===== src/include/dfs_pkg.sv =====
// Shared constants and types of the diagnostic and fault sense logic.
package dfs_pkg;

  // System clock rate.
  localparam int unsigned CLK_HZ = 20_000_000;

  // Default retry delay in clock cycles; a top parameter can shorten it.
  localparam int unsigned RETRY_CYCLES_DEF = 2000;
  localparam int unsigned RETRY_CNT_W = 16;

  // Register byte addresses on the APB.
  localparam int unsigned ADDR_W = 12;
  localparam logic [11:0] ADDR_CTRL = 12'h000;
  localparam logic [11:0] ADDR_STATUS = 12'h004;
  localparam logic [11:0] ADDR_IRQ_STAT = 12'h008;
  localparam logic [11:0] ADDR_IRQ_MASK = 12'h00C;

  // Register decode result.
  typedef enum logic [2:0] {
    RS_NONE   = 3'h0,
    RS_CTRL   = 3'h1,
    RS_STATUS = 3'h2,
    RS_ISTAT  = 3'h3,
    RS_IMASK  = 3'h4
  } dfs_regsel_type;

  // Control register fields.
  localparam int unsigned CTRL_W = 1;
  localparam int unsigned CTRL_REGULATE_BIT = 0;
  localparam logic [0:0] CTRL_RESET = 1'h0;

  // Status register fields.
  localparam int unsigned STAT_STATE_LSB = 0;
  localparam int unsigned STAT_SWITCH_BIT = 2;
  localparam int unsigned STAT_LIMIT_BIT = 3;
  localparam int unsigned STAT_OFFSTATE_BIT = 4;
  localparam int unsigned STAT_FAULT_BIT = 5;
  localparam int unsigned STAT_DETEN_BIT = 6;

  // Interrupt status and mask fields.
  localparam int unsigned IRQ_W = 4;
  localparam int unsigned IRQ_SHUTDOWN_BIT = 0;
  localparam int unsigned IRQ_LIMIT_BIT = 1;
  localparam int unsigned IRQ_OFFSTATE_BIT = 2;
  localparam int unsigned IRQ_RETRY_BIT = 3;

  // Positions of the synchronised pin inputs.
  localparam int unsigned PIN_W = 10;
  localparam int unsigned PIN_EN = 0;
  localparam int unsigned PIN_DIAG = 1;
  localparam int unsigned PIN_SEL_HI = 2;
  localparam int unsigned PIN_SEL_LO = 3;
  localparam int unsigned PIN_LATCH = 4;
  localparam int unsigned PIN_OVERCUR = 5;
  localparam int unsigned PIN_THERMAL = 6;
  localparam int unsigned PIN_ENERGY = 7;
  localparam int unsigned PIN_ABOVE_OPENLOAD = 8;
  localparam int unsigned PIN_NEAR_SUPPLY = 9;

  // Sense select codes.
  localparam logic [1:0] SEL_LOAD = 2'h0;
  localparam logic [1:0] SEL_UNUSED = 2'h1;
  localparam logic [1:0] SEL_TEMP = 2'h2;
  localparam logic [1:0] SEL_SUPPLY = 2'h3;

  // Switch state, Gray coded along idle, active, fault, retry.
  typedef enum logic [1:0] {
    S_IDLE   = 2'h0,
    S_ACTIVE = 2'h1,
    S_FAULT  = 2'h3,
    S_RETRY  = 2'h2
  } dfs_state_type;

  // What the analog sense output carries.
  typedef enum logic [2:0] {
    RT_OFF    = 3'h0,
    RT_LOAD   = 3'h1,
    RT_TEMP   = 3'h2,
    RT_SUPPLY = 3'h3,
    RT_FAULT  = 3'h4
  } dfs_route_type;

endpackage


===== src/design/dfs_pin_sync.sv =====
// Two-stage synchroniser for the asynchronous pin inputs.
`timescale 1ns/10ps
`default_nettype none
module dfs_pin_sync (
  input  wire logic                       clk_sys,
  input  wire logic                       resetn,
  input  wire logic [dfs_pkg::PIN_W-1:0]  pin_async,
  output logic      [dfs_pkg::PIN_W-1:0]  pin_sync
);

  typedef struct packed {
    logic [dfs_pkg::PIN_W-1:0] stage1;
    logic [dfs_pkg::PIN_W-1:0] stage2;
  } dfs_sync_type;

  dfs_sync_type cur_ff;
  dfs_sync_type nxt_ff;

  // The first stage feeds only the second, so metastability stays here.
  always_comb begin
    nxt_ff = cur_ff;
    nxt_ff.stage1 = pin_async;
    nxt_ff.stage2 = cur_ff.stage1;
  end

  always_ff @(posedge clk_sys or negedge resetn) begin
    if (!resetn) begin
      cur_ff <= '0;
    end else begin
      cur_ff <= nxt_ff;
    end
  end

  assign pin_sync = cur_ff.stage2;

endmodule // dfs_pin_sync
`default_nettype wire


===== src/design/dfs_retry_timer.sv =====
// Retry delay counter started at each shutdown.
`timescale 1ns/10ps
`default_nettype none
module dfs_retry_timer #(
  parameter int unsigned TERMINAL = dfs_pkg::RETRY_CYCLES_DEF
) (
  input  wire logic clk_sys,
  input  wire logic resetn,
  input  wire logic start,
  output logic      done
);

  typedef struct packed {
    logic [dfs_pkg::RETRY_CNT_W-1:0] count;
    logic                            expired;
  } dfs_timer_type;

  localparam logic [dfs_pkg::RETRY_CNT_W-1:0] LAST =
    dfs_pkg::RETRY_CNT_W'(TERMINAL - 1);

  dfs_timer_type cur_ff;
  dfs_timer_type nxt_ff;

  // A restart while counting begins the delay again from zero.
  always_comb begin
    nxt_ff = cur_ff;
    if (start) begin
      nxt_ff.count = '0;
      nxt_ff.expired = 1'b0;
    end else if (!cur_ff.expired) begin
      if (cur_ff.count == LAST) begin
        nxt_ff.expired = 1'b1;
      end else begin
        nxt_ff.count = cur_ff.count + 1'b1;
      end
    end
  end

  always_ff @(posedge clk_sys or negedge resetn) begin
    if (!resetn) begin
      cur_ff <= '0;
    end else begin
      cur_ff <= nxt_ff;
    end
  end

  assign done = cur_ff.expired;

endmodule // dfs_retry_timer
`default_nettype wire


===== src/design/dfs_diag_fault_sense.sv =====
// Fault handling, off-state detection and sense mux with APB registers.
//
// The register offsets and the APB interface to the registers were decided locally.
`timescale 1ns/10ps
`default_nettype none
//
// Contract
// - Regulating variant limits current, trips on energy/thermal.
// - After retry, hold sense fault until output rises.
// - Release status output as soon as retry re-enables.
// - Output never rising keeps sense fault asserted.
// - Off-state: output above threshold signals sense fault.
// - Off-state detection only with diag high, enable low.
// - Off-state faults only at select 00, never enabled.
// - Off-state indication follows comparator continuously.
// - Clear on diag falling or enable rising edge.
// - Select routes load, temperature, supply; else high-z.
// - Status output released without fault, low with fault.
// - Fault level only at select 00; others keep measuring.
// - Shutdown faults on status regardless of select, diag.
// - Fault detect: shutdown wait, limiting, off-state fault.
// - Thermal, current, energy shutdown and limiting are faults.
// - Latch input high keeps switch off after overcurrent.
// - Leave fault when clear, unlatched, timer expired.
module dfs_diag_fault_sense #(
  parameter int unsigned RETRY_CYCLES = dfs_pkg::RETRY_CYCLES_DEF
) (
  input  wire logic                         clk_sys,
  input  wire logic                         resetn,
  input  wire logic                         switch_enable,
  input  wire logic                         diag_enable,
  input  wire logic                         sense_select_hi,
  input  wire logic                         sense_select_lo,
  input  wire logic                         latch_mode,
  input  wire logic                         overcurrent_trip,
  input  wire logic                         thermal_trip,
  input  wire logic                         energy_trip,
  input  wire logic                         vout_above_openload,
  input  wire logic                         vout_near_supply,
  output logic                              switch_on,
  output logic                              current_limit_active,
  output logic                              offstate_detect_en,
  output logic                              open_load_flag,
  output logic                              sense_output_en,
  output dfs_pkg::dfs_route_type            sense_output,
  output logic                              fault_status_n_o,
  output logic                              fault_status_n_oe,
  output logic                              irq,
  input  wire logic                         psel,
  input  wire logic                         penable,
  input  wire logic                         pwrite,
  input  wire logic [dfs_pkg::ADDR_W-1:0]   paddr,
  input  wire logic [31:0]                  pwdata,
  output logic [31:0]                       prdata,
  output logic                              pready,
  output logic                              pslverr
);

  typedef struct packed {
    dfs_pkg::dfs_state_type       state;
    logic                         prev_en;
    logic                         prev_diag;
    logic                         switch_on;
    logic                         limiting;
    logic                         det_en;
    logic                         offstate;
    logic                         fault_low;
    dfs_pkg::dfs_route_type       route;
    logic [dfs_pkg::CTRL_W-1:0]   ctrl;
    logic [dfs_pkg::IRQ_W-1:0]    irq_stat;
    logic [dfs_pkg::IRQ_W-1:0]    irq_mask;
    logic [31:0]                  rdata;
    logic                         err;
    logic                         irq;
  } dfs_core_type;

  dfs_core_type cur_ff;
  dfs_core_type nxt_ff;

  logic [dfs_pkg::PIN_W-1:0] pin_raw;
  logic [dfs_pkg::PIN_W-1:0] pin;
  logic                      timer_start;
  logic                      timer_done;

  // Register decode, shared by read data, read clear and error answer.
  function automatic dfs_pkg::dfs_regsel_type dfs_decode(
    input logic [dfs_pkg::ADDR_W-1:0] addr
  );
    dfs_pkg::dfs_regsel_type sel;
    case (addr)
      dfs_pkg::ADDR_CTRL: begin
        sel = dfs_pkg::RS_CTRL;
      end
      dfs_pkg::ADDR_STATUS: begin
        sel = dfs_pkg::RS_STATUS;
      end
      dfs_pkg::ADDR_IRQ_STAT: begin
        sel = dfs_pkg::RS_ISTAT;
      end
      dfs_pkg::ADDR_IRQ_MASK: begin
        sel = dfs_pkg::RS_IMASK;
      end
      default: begin
        sel = dfs_pkg::RS_NONE;
      end
    endcase
    return sel;
  endfunction

  // Every pin and analog comparator comes from outside the clock domain.
  always_comb begin
    pin_raw = '0;
    pin_raw[dfs_pkg::PIN_EN] = switch_enable;
    pin_raw[dfs_pkg::PIN_DIAG] = diag_enable;
    pin_raw[dfs_pkg::PIN_SEL_HI] = sense_select_hi;
    pin_raw[dfs_pkg::PIN_SEL_LO] = sense_select_lo;
    pin_raw[dfs_pkg::PIN_LATCH] = latch_mode;
    pin_raw[dfs_pkg::PIN_OVERCUR] = overcurrent_trip;
    pin_raw[dfs_pkg::PIN_THERMAL] = thermal_trip;
    pin_raw[dfs_pkg::PIN_ENERGY] = energy_trip;
    pin_raw[dfs_pkg::PIN_ABOVE_OPENLOAD] = vout_above_openload;
    pin_raw[dfs_pkg::PIN_NEAR_SUPPLY] = vout_near_supply;
  end

  dfs_pin_sync u_sync (
    .clk_sys   (clk_sys),
    .resetn    (resetn),
    .pin_async (pin_raw),
    .pin_sync  (pin)
  );

  dfs_retry_timer #(
    .TERMINAL (RETRY_CYCLES)
  ) u_retry (
    .clk_sys (clk_sys),
    .resetn  (resetn),
    .start   (timer_start),
    .done    (timer_done)
  );

  always_comb begin
    logic                    p_en;
    logic                    p_diag;
    logic                    p_latch;
    logic                    p_oc;
    logic                    regulate;
    logic                    hard_trip;
    logic                    shut_trip;
    logic                    en_rise;
    logic                    diag_fall;
    logic [1:0]              sel;
    logic                    fault_detect;
    logic                    on_next;
    logic [dfs_pkg::IRQ_W-1:0] events;
    logic [dfs_pkg::IRQ_W-1:0] rd_clear;
    logic                    setup;
    logic                    access;
    dfs_pkg::dfs_regsel_type rsel;
    p_en = pin[dfs_pkg::PIN_EN];
    p_diag = pin[dfs_pkg::PIN_DIAG];
    p_latch = pin[dfs_pkg::PIN_LATCH];
    p_oc = pin[dfs_pkg::PIN_OVERCUR];
    regulate = cur_ff.ctrl[dfs_pkg::CTRL_REGULATE_BIT];
    hard_trip = pin[dfs_pkg::PIN_THERMAL] | pin[dfs_pkg::PIN_ENERGY];
    // Regulating parts ride through overcurrent; the others shut off.
    shut_trip = hard_trip | (p_oc & ~regulate);
    en_rise = p_en & ~cur_ff.prev_en;
    diag_fall = ~p_diag & cur_ff.prev_diag;
    sel = {pin[dfs_pkg::PIN_SEL_HI], pin[dfs_pkg::PIN_SEL_LO]};
    events = '0;
    timer_start = 1'b0;
    nxt_ff = cur_ff;
    nxt_ff.prev_en = p_en;
    nxt_ff.prev_diag = p_diag;

    case (cur_ff.state)
      dfs_pkg::S_IDLE: begin
        if (p_en) begin
          nxt_ff.state = dfs_pkg::S_ACTIVE;
        end
      end
      dfs_pkg::S_ACTIVE: begin
        if (shut_trip) begin
          nxt_ff.state = dfs_pkg::S_FAULT;
          timer_start = 1'b1;
        end else if (!p_en) begin
          nxt_ff.state = dfs_pkg::S_IDLE;
        end
      end
      dfs_pkg::S_FAULT: begin
        // A held latch input or any lasting trip keeps the switch off.
        if (!hard_trip && !p_oc && !p_latch && timer_done) begin
          if (p_en) begin
            nxt_ff.state = dfs_pkg::S_RETRY;
          end else begin
            nxt_ff.state = dfs_pkg::S_IDLE;
          end
        end
      end
      dfs_pkg::S_RETRY: begin
        if (shut_trip) begin
          nxt_ff.state = dfs_pkg::S_FAULT;
          timer_start = 1'b1;
        end else if (!p_en) begin
          nxt_ff.state = dfs_pkg::S_IDLE;
        end else if (pin[dfs_pkg::PIN_NEAR_SUPPLY]) begin
          // A shorted load never rises near supply, so the state stays in retry until a trip or a disable.
          nxt_ff.state = dfs_pkg::S_ACTIVE;
          events[dfs_pkg::IRQ_RETRY_BIT] = 1'b1;
        end
      end
      default: begin
        nxt_ff.state = dfs_pkg::S_IDLE;
      end
    endcase

    on_next = (nxt_ff.state == dfs_pkg::S_ACTIVE) ||
              (nxt_ff.state == dfs_pkg::S_RETRY);
    nxt_ff.switch_on = on_next;
    nxt_ff.limiting = on_next & regulate & p_oc;
    nxt_ff.det_en = p_diag & ~p_en;
    nxt_ff.offstate = nxt_ff.det_en & pin[dfs_pkg::PIN_ABOVE_OPENLOAD] &
                      ~(diag_fall | en_rise);

    // Retry is not counted here, so the status line frees on re-enable.
    fault_detect = (nxt_ff.state == dfs_pkg::S_FAULT) | nxt_ff.limiting |
                   (nxt_ff.offstate & (sel == dfs_pkg::SEL_LOAD) &
                    ~on_next);
    nxt_ff.fault_low = fault_detect;

    if (!p_diag) begin
      nxt_ff.route = dfs_pkg::RT_OFF;
    end else begin
      case (sel)
        dfs_pkg::SEL_LOAD: begin
          if (fault_detect || nxt_ff.state == dfs_pkg::S_RETRY) begin
            nxt_ff.route = dfs_pkg::RT_FAULT;
          end else begin
            nxt_ff.route = dfs_pkg::RT_LOAD;
          end
        end
        dfs_pkg::SEL_TEMP: begin
          nxt_ff.route = dfs_pkg::RT_TEMP;
        end
        dfs_pkg::SEL_SUPPLY: begin
          nxt_ff.route = dfs_pkg::RT_SUPPLY;
        end
        default: begin
          nxt_ff.route = dfs_pkg::RT_OFF;
        end
      endcase
    end

    events[dfs_pkg::IRQ_SHUTDOWN_BIT] = timer_start;
    events[dfs_pkg::IRQ_LIMIT_BIT] = nxt_ff.limiting & ~cur_ff.limiting;
    events[dfs_pkg::IRQ_OFFSTATE_BIT] = nxt_ff.offstate & ~cur_ff.offstate;

    // Zero-wait slave: read data is captured in setup, used in access.
    setup = psel & ~penable;
    access = psel & penable;
    rsel = dfs_decode(paddr);
    rd_clear = '0;
    if (setup) begin
      nxt_ff.err = (rsel == dfs_pkg::RS_NONE);
      nxt_ff.rdata = '0;
      case (rsel)
        dfs_pkg::RS_CTRL: begin
          nxt_ff.rdata[dfs_pkg::CTRL_W-1:0] = cur_ff.ctrl;
        end
        dfs_pkg::RS_STATUS: begin
          nxt_ff.rdata[dfs_pkg::STAT_STATE_LSB +: 2] = cur_ff.state;
          nxt_ff.rdata[dfs_pkg::STAT_SWITCH_BIT] = cur_ff.switch_on;
          nxt_ff.rdata[dfs_pkg::STAT_LIMIT_BIT] = cur_ff.limiting;
          nxt_ff.rdata[dfs_pkg::STAT_OFFSTATE_BIT] = cur_ff.offstate;
          nxt_ff.rdata[dfs_pkg::STAT_FAULT_BIT] = cur_ff.fault_low;
          nxt_ff.rdata[dfs_pkg::STAT_DETEN_BIT] = cur_ff.det_en;
        end
        dfs_pkg::RS_ISTAT: begin
          nxt_ff.rdata[dfs_pkg::IRQ_W-1:0] = cur_ff.irq_stat;
        end
        dfs_pkg::RS_IMASK: begin
          nxt_ff.rdata[dfs_pkg::IRQ_W-1:0] = cur_ff.irq_mask;
        end
        default: begin
          nxt_ff.rdata = '0;
        end
      endcase
    end
    if (access && pwrite) begin
      if (rsel == dfs_pkg::RS_CTRL) begin
        nxt_ff.ctrl = pwdata[dfs_pkg::CTRL_W-1:0];
      end
      if (rsel == dfs_pkg::RS_IMASK) begin
        nxt_ff.irq_mask = pwdata[dfs_pkg::IRQ_W-1:0];
      end
    end
    if (access && !pwrite && rsel == dfs_pkg::RS_ISTAT) begin
      rd_clear = cur_ff.rdata[dfs_pkg::IRQ_W-1:0];
    end
    // Clearing only what was read, and letting a new event win.
    nxt_ff.irq_stat = (cur_ff.irq_stat & ~rd_clear) | events;
    nxt_ff.irq = |(nxt_ff.irq_stat & nxt_ff.irq_mask);
  end

  always_ff @(posedge clk_sys or negedge resetn) begin
    if (!resetn) begin
      cur_ff <= '0;
    end else begin
      cur_ff <= nxt_ff;
    end
  end

  assign switch_on = cur_ff.switch_on;
  assign current_limit_active = cur_ff.limiting;
  assign offstate_detect_en = cur_ff.det_en;
  assign open_load_flag = cur_ff.offstate;
  assign sense_output_en = (cur_ff.route != dfs_pkg::RT_OFF);
  assign sense_output = cur_ff.route;
  // Open drain: the pin is only ever pulled low, never driven high.
  assign fault_status_n_o = 1'b0;
  assign fault_status_n_oe = cur_ff.fault_low;
  assign irq = cur_ff.irq;
  assign prdata = cur_ff.rdata;
  assign pready = 1'b1;
  assign pslverr = psel & penable & cur_ff.err;

endmodule // dfs_diag_fault_sense
`default_nettype wire


===== config.mk =====
export PLATFORM = sky130hd
export DESIGN_NAME = dfs_diag_fault_sense
export DESIGN_NICKNAME = d
export VERILOG_FILES = /design/src/include/dfs_pkg.sv /design/src/design/dfs_pin_sync.sv /design/src/design/dfs_retry_timer.sv /design/src/design/dfs_diag_fault_sense.sv
export SDC_FILE = /design/constraint.sdc
export NUM_CORES = 1
export LEC_CHECK = 0
export BUFFER_PORTS_ARGS = -buffer_cell sky130_fd_sc_hd__buf_2
export CORE_ASPECT_RATIO = 1.2
export CORE_MARGIN = 2
export CORE_UTILIZATION = 50
export CTS_CLUSTER_DIAMETER = 120
export DETAILED_ROUTE_END_ITERATION = 8
export PLACE_DENSITY_LB_ADDON = 0.25
export SKIP_CTS_REPAIR_TIMING = 1
export SLEW_MARGIN = 10
export SYNTH_ARGS = -nofsm -noshare
export SYNTH_HDL_FRONTEND = slang
export SYNTH_SLANG_ARGS = --single-unit

===== constraint.sdc =====
create_clock -name clk_sys -period 4.18 [get_ports clk_sys]
set_clock_uncertainty 0.1 [all_clocks]
set_input_delay 0.627 -clock clk_sys [delete_from_list [all_inputs] [get_ports clk_sys]]
set_output_delay 0.627 -clock clk_sys [all_outputs]
set_load 0.02 [all_outputs]

==> out/results.txt <==
Clock latency at the later pin of the worst-skew pair: 340 ps
Pint: 1.12 mW
DIE AREA: 0.00697 mm²
Sequential cell area: 0.00163 mm²
Combinational family with the most area after synthesis: simple AND/OR/NAND/NOR gates
Busiest grt layer: met2
Largest area contributor in the netlist: dfrtp_1
Fin nets: 403
Mux cell area share after synthesis: 0.0396
Root Driver: clkbuf_8
CP endpoint kind: flop
Syn Std Cell Area: 0.00316 mm²
Fin. Hold Viols: 0
Simple-Gate Fraction of Synth Area: 0.190
Routing usage on met1: 0.194
CTS clk-pin slew, worst paths: 70 ps
Area grow syn2layout: 10.5%
Hold path cells: 0
Tightest Hold Check Type: flop to flop
Grt total ovfl: 0
Worst reg2reg setup slack: 1160 ps
Largest net degree at the start of global routing: 44
Routed Antenna Nets: 0
Pwr/cell area: 466 mW/mm²
CTS Buf Count: 9
Area of the multi-input gates: 0.00127 mm²
Fin crit share: 0.723
Die Width: 76.6 µm
Slew Limit Fails: 0
Min cycle time layout: 3020 ps
Ranking of synthesized cells by area: dfrtp_1 (51%), buf_4 (8.8%), nand2_1 (3.3%), ha_1 (2.8%), nor2_1 (2.6%)
Cell count after synthesis: 295
Net Switching: 0.512 mW
Async S/R FF share, synth: 1.00
Die H: 91.1 µm
CP Data Required Time: 4300 ps
M3 GR Usage: 0.0497
Vias in the first global route: 2,005
Worst rel slew slack: 0.395
Vias per inst: 4.99
RR Startpoint: cur_ff[53]
Setup TNS: 0 ps
Fmax: 0.331 GHz
Clock sinks: 65
Hpwl dp: 3950 µm
Min-delay src: u_sync.cur_ff[10]
CTS tree: done
Complex-gate fraction of the synthesized area: 0.0844
Clk pwr share: 0.324
Hold Slack: 245 ps
Fillers: 562
Gpl congestion: 0.886
Routed len/inst: 12.4 µm
1st-pass router iterations: 4
Syn_area_per_cell: 10.7 µm²
Layout cells sized above 1: 0.246
Combinational share of power: 0.235
Most frequent cells in the layout: dfrtp_1 (65), buf_2 (48), nand2_1 (28), conb_1 (27), nor2_1 (22)
WL final: 5260 µm
Final setup viols: 0
Maximum vdd ir drop: 222 µV
Seq cells post-synth: 65
Synth Area in XOR/XNOR: 0.0277
Clk buf depth: 2
Residual DRC: 0
Worst Hold End: u_sync.pin_sync[0]
Yosys top cell area share: 0.515
FF-to-FF End: irq
Yosys warns: 0
Slew @ Worst Pin: 907 ps
Adder-cell share of the synthesized area: 0.0277
Setup ws final: 1160 ps
Reg power frac: 0.441
Num rows: 31
Startpoint types: flop
Status: completed
Initial core utilization: 0.519
Switching share of power: 0.314
CTS H-tree depth: 3
EDFF count, synth: 0
Unrepaired setup endpoints after global routing: false
Library cells used by synthesis: 53
Port Buffers: 48
Ant diodes: 0
Max-Cap Viols: 0
Leak: 1.67 nW
Initial antenna violation count: 0
Core box area: 0.00609 mm²
Gr usage total: 0.165
Most common cell after layout, fill and taps aside: dfrtp_1
Vias: 2,116
Post-place setup slack: 1140 ps
Worst Path Class, Setup: flop to flop
Wire length of the first global-routing pass: 9060 µm
Ports: 104
Number of DRC markers in iteration 0: 111
R2R cell count: 9
Arrival time at the worst endpoint: 3140 ps
M2 GR Usage: 0.271
Most frequently used flop master after synthesis: dfrtp_1
Sequential-to-total area share from yosys stat: 0.515
Worst-path maximum fanout: 7
-- cell families (layout without fill, tap and decap cells) --
logic type                 count (synthesis)  after routing
other                                      2             27
xor gates and xnor gates                  10             10
and+or+nand+nor                          108            108
DFF                                       65             65
adders and majority gates                  7              7
buffers and inverters                     54             76
AOI/OAI and AO/OA                         39             39
muxes                                     10             10
-- synth_stat cells (2+ instances only) --
library cell	n
a211oi_1	2
a21oi_1	6
a22oi_1	3
and2_1	4
and3_1	6
and3_2	2
buf_4	37
buf_6	2
clkbuf_1	4
conb_1	2
dfrtp_1	65
ha_1	7
inv_1	11
mux2_2	7
mux2i_1	2
nand2_1	28
nand2b_1	2
nand3_1	12
nand3b_1	2
nand4_1	3
nor2_1	22
nor2b_1	3
nor3_1	5
nor4_1	4
nor4_4	2
o21ai_0	11
o22ai_1	2
o31ai_1	3
or3_1	4
xnor2_1	7
xor2_1	3
-- area by class of cell --
cell class / instances / area share
Clock buffer: 10 / 0.0394
Sequential cell: 65 / 0.466
Clock inverter: 6 / 0.0190
Multi-Input combinational cell: 201 / 0.364
Inverter: 11 / 0.0118
Timing Repair Buffer: 49 / 0.0709
Tap cell: 82 / 0.0294
-- worst max-delay path, cell delays in order (launching register included) --
cell and delay (ps):
dfrtp_1 470, inv_1 110, ha_1 250, mux2_2 360, o32ai_1 160, nand2_1 120
ha_1 330, and3_1 210, a221o_2 420, a221o_1 370
-- metal layers --
layer	vias to the layer above	part of all wire	wire length [µm]
met1	985	0.42	2220
met2	77	0.49	2570
li1	1040	-	-
met5	-	0	0
met4	0	0.027	144
met3	14	0.062	326
-- flip-flops by register name (all words and copies together) (netlist names), 3 cells and up --
name	count
cur_ff	12
prdata	7
sense_output	3
u_retry.cur_ff	16
u_sync.cur_ff	10
u_sync.pin_sync	10
-- power by group through the flow --
stage | Combinational (mW) | Sequential, mW | Clock, mW
2_1_floorplan | 0.298 | 0.732 | 0
3_3_place_gp | 0.382 | 0.729 | 0
3_5_place_dp | 0.392 | 0.731 | 0
4_1_cts | 0.392 | 0.719 | 0.542
5_1_grt | 0.437 | 0.725 | 0.573
6_report | 0.383 | 0.718 | 0.528
-- metrics by stage --
stage               total power [mW]   util  cell area (µm²)  instances
global placement                1.11  0.540             3290        408
detailed placement              1.12  0.540             3290        408
global route                    1.74  0.573             3490        424
CTS                             1.65  0.573             3490        424
floorplan                       1.03      -             3250        320
finish                          1.63  0.573             3490        424
-- how the worst max path moves through the flow --
stage / start / endpoint / depth (start not counted)
after global routing: cur_ff[53] / irq / 9
after global placement: cur_ff[53] / irq / 9
after detailed placement: cur_ff[53] / irq / 9
final: cur_ff[53] / irq / 9
after CTS: cur_ff[53] / irq / 9
after floorplan: cur_ff[53] / irq / 9
(Power assumes the default switching activity.)
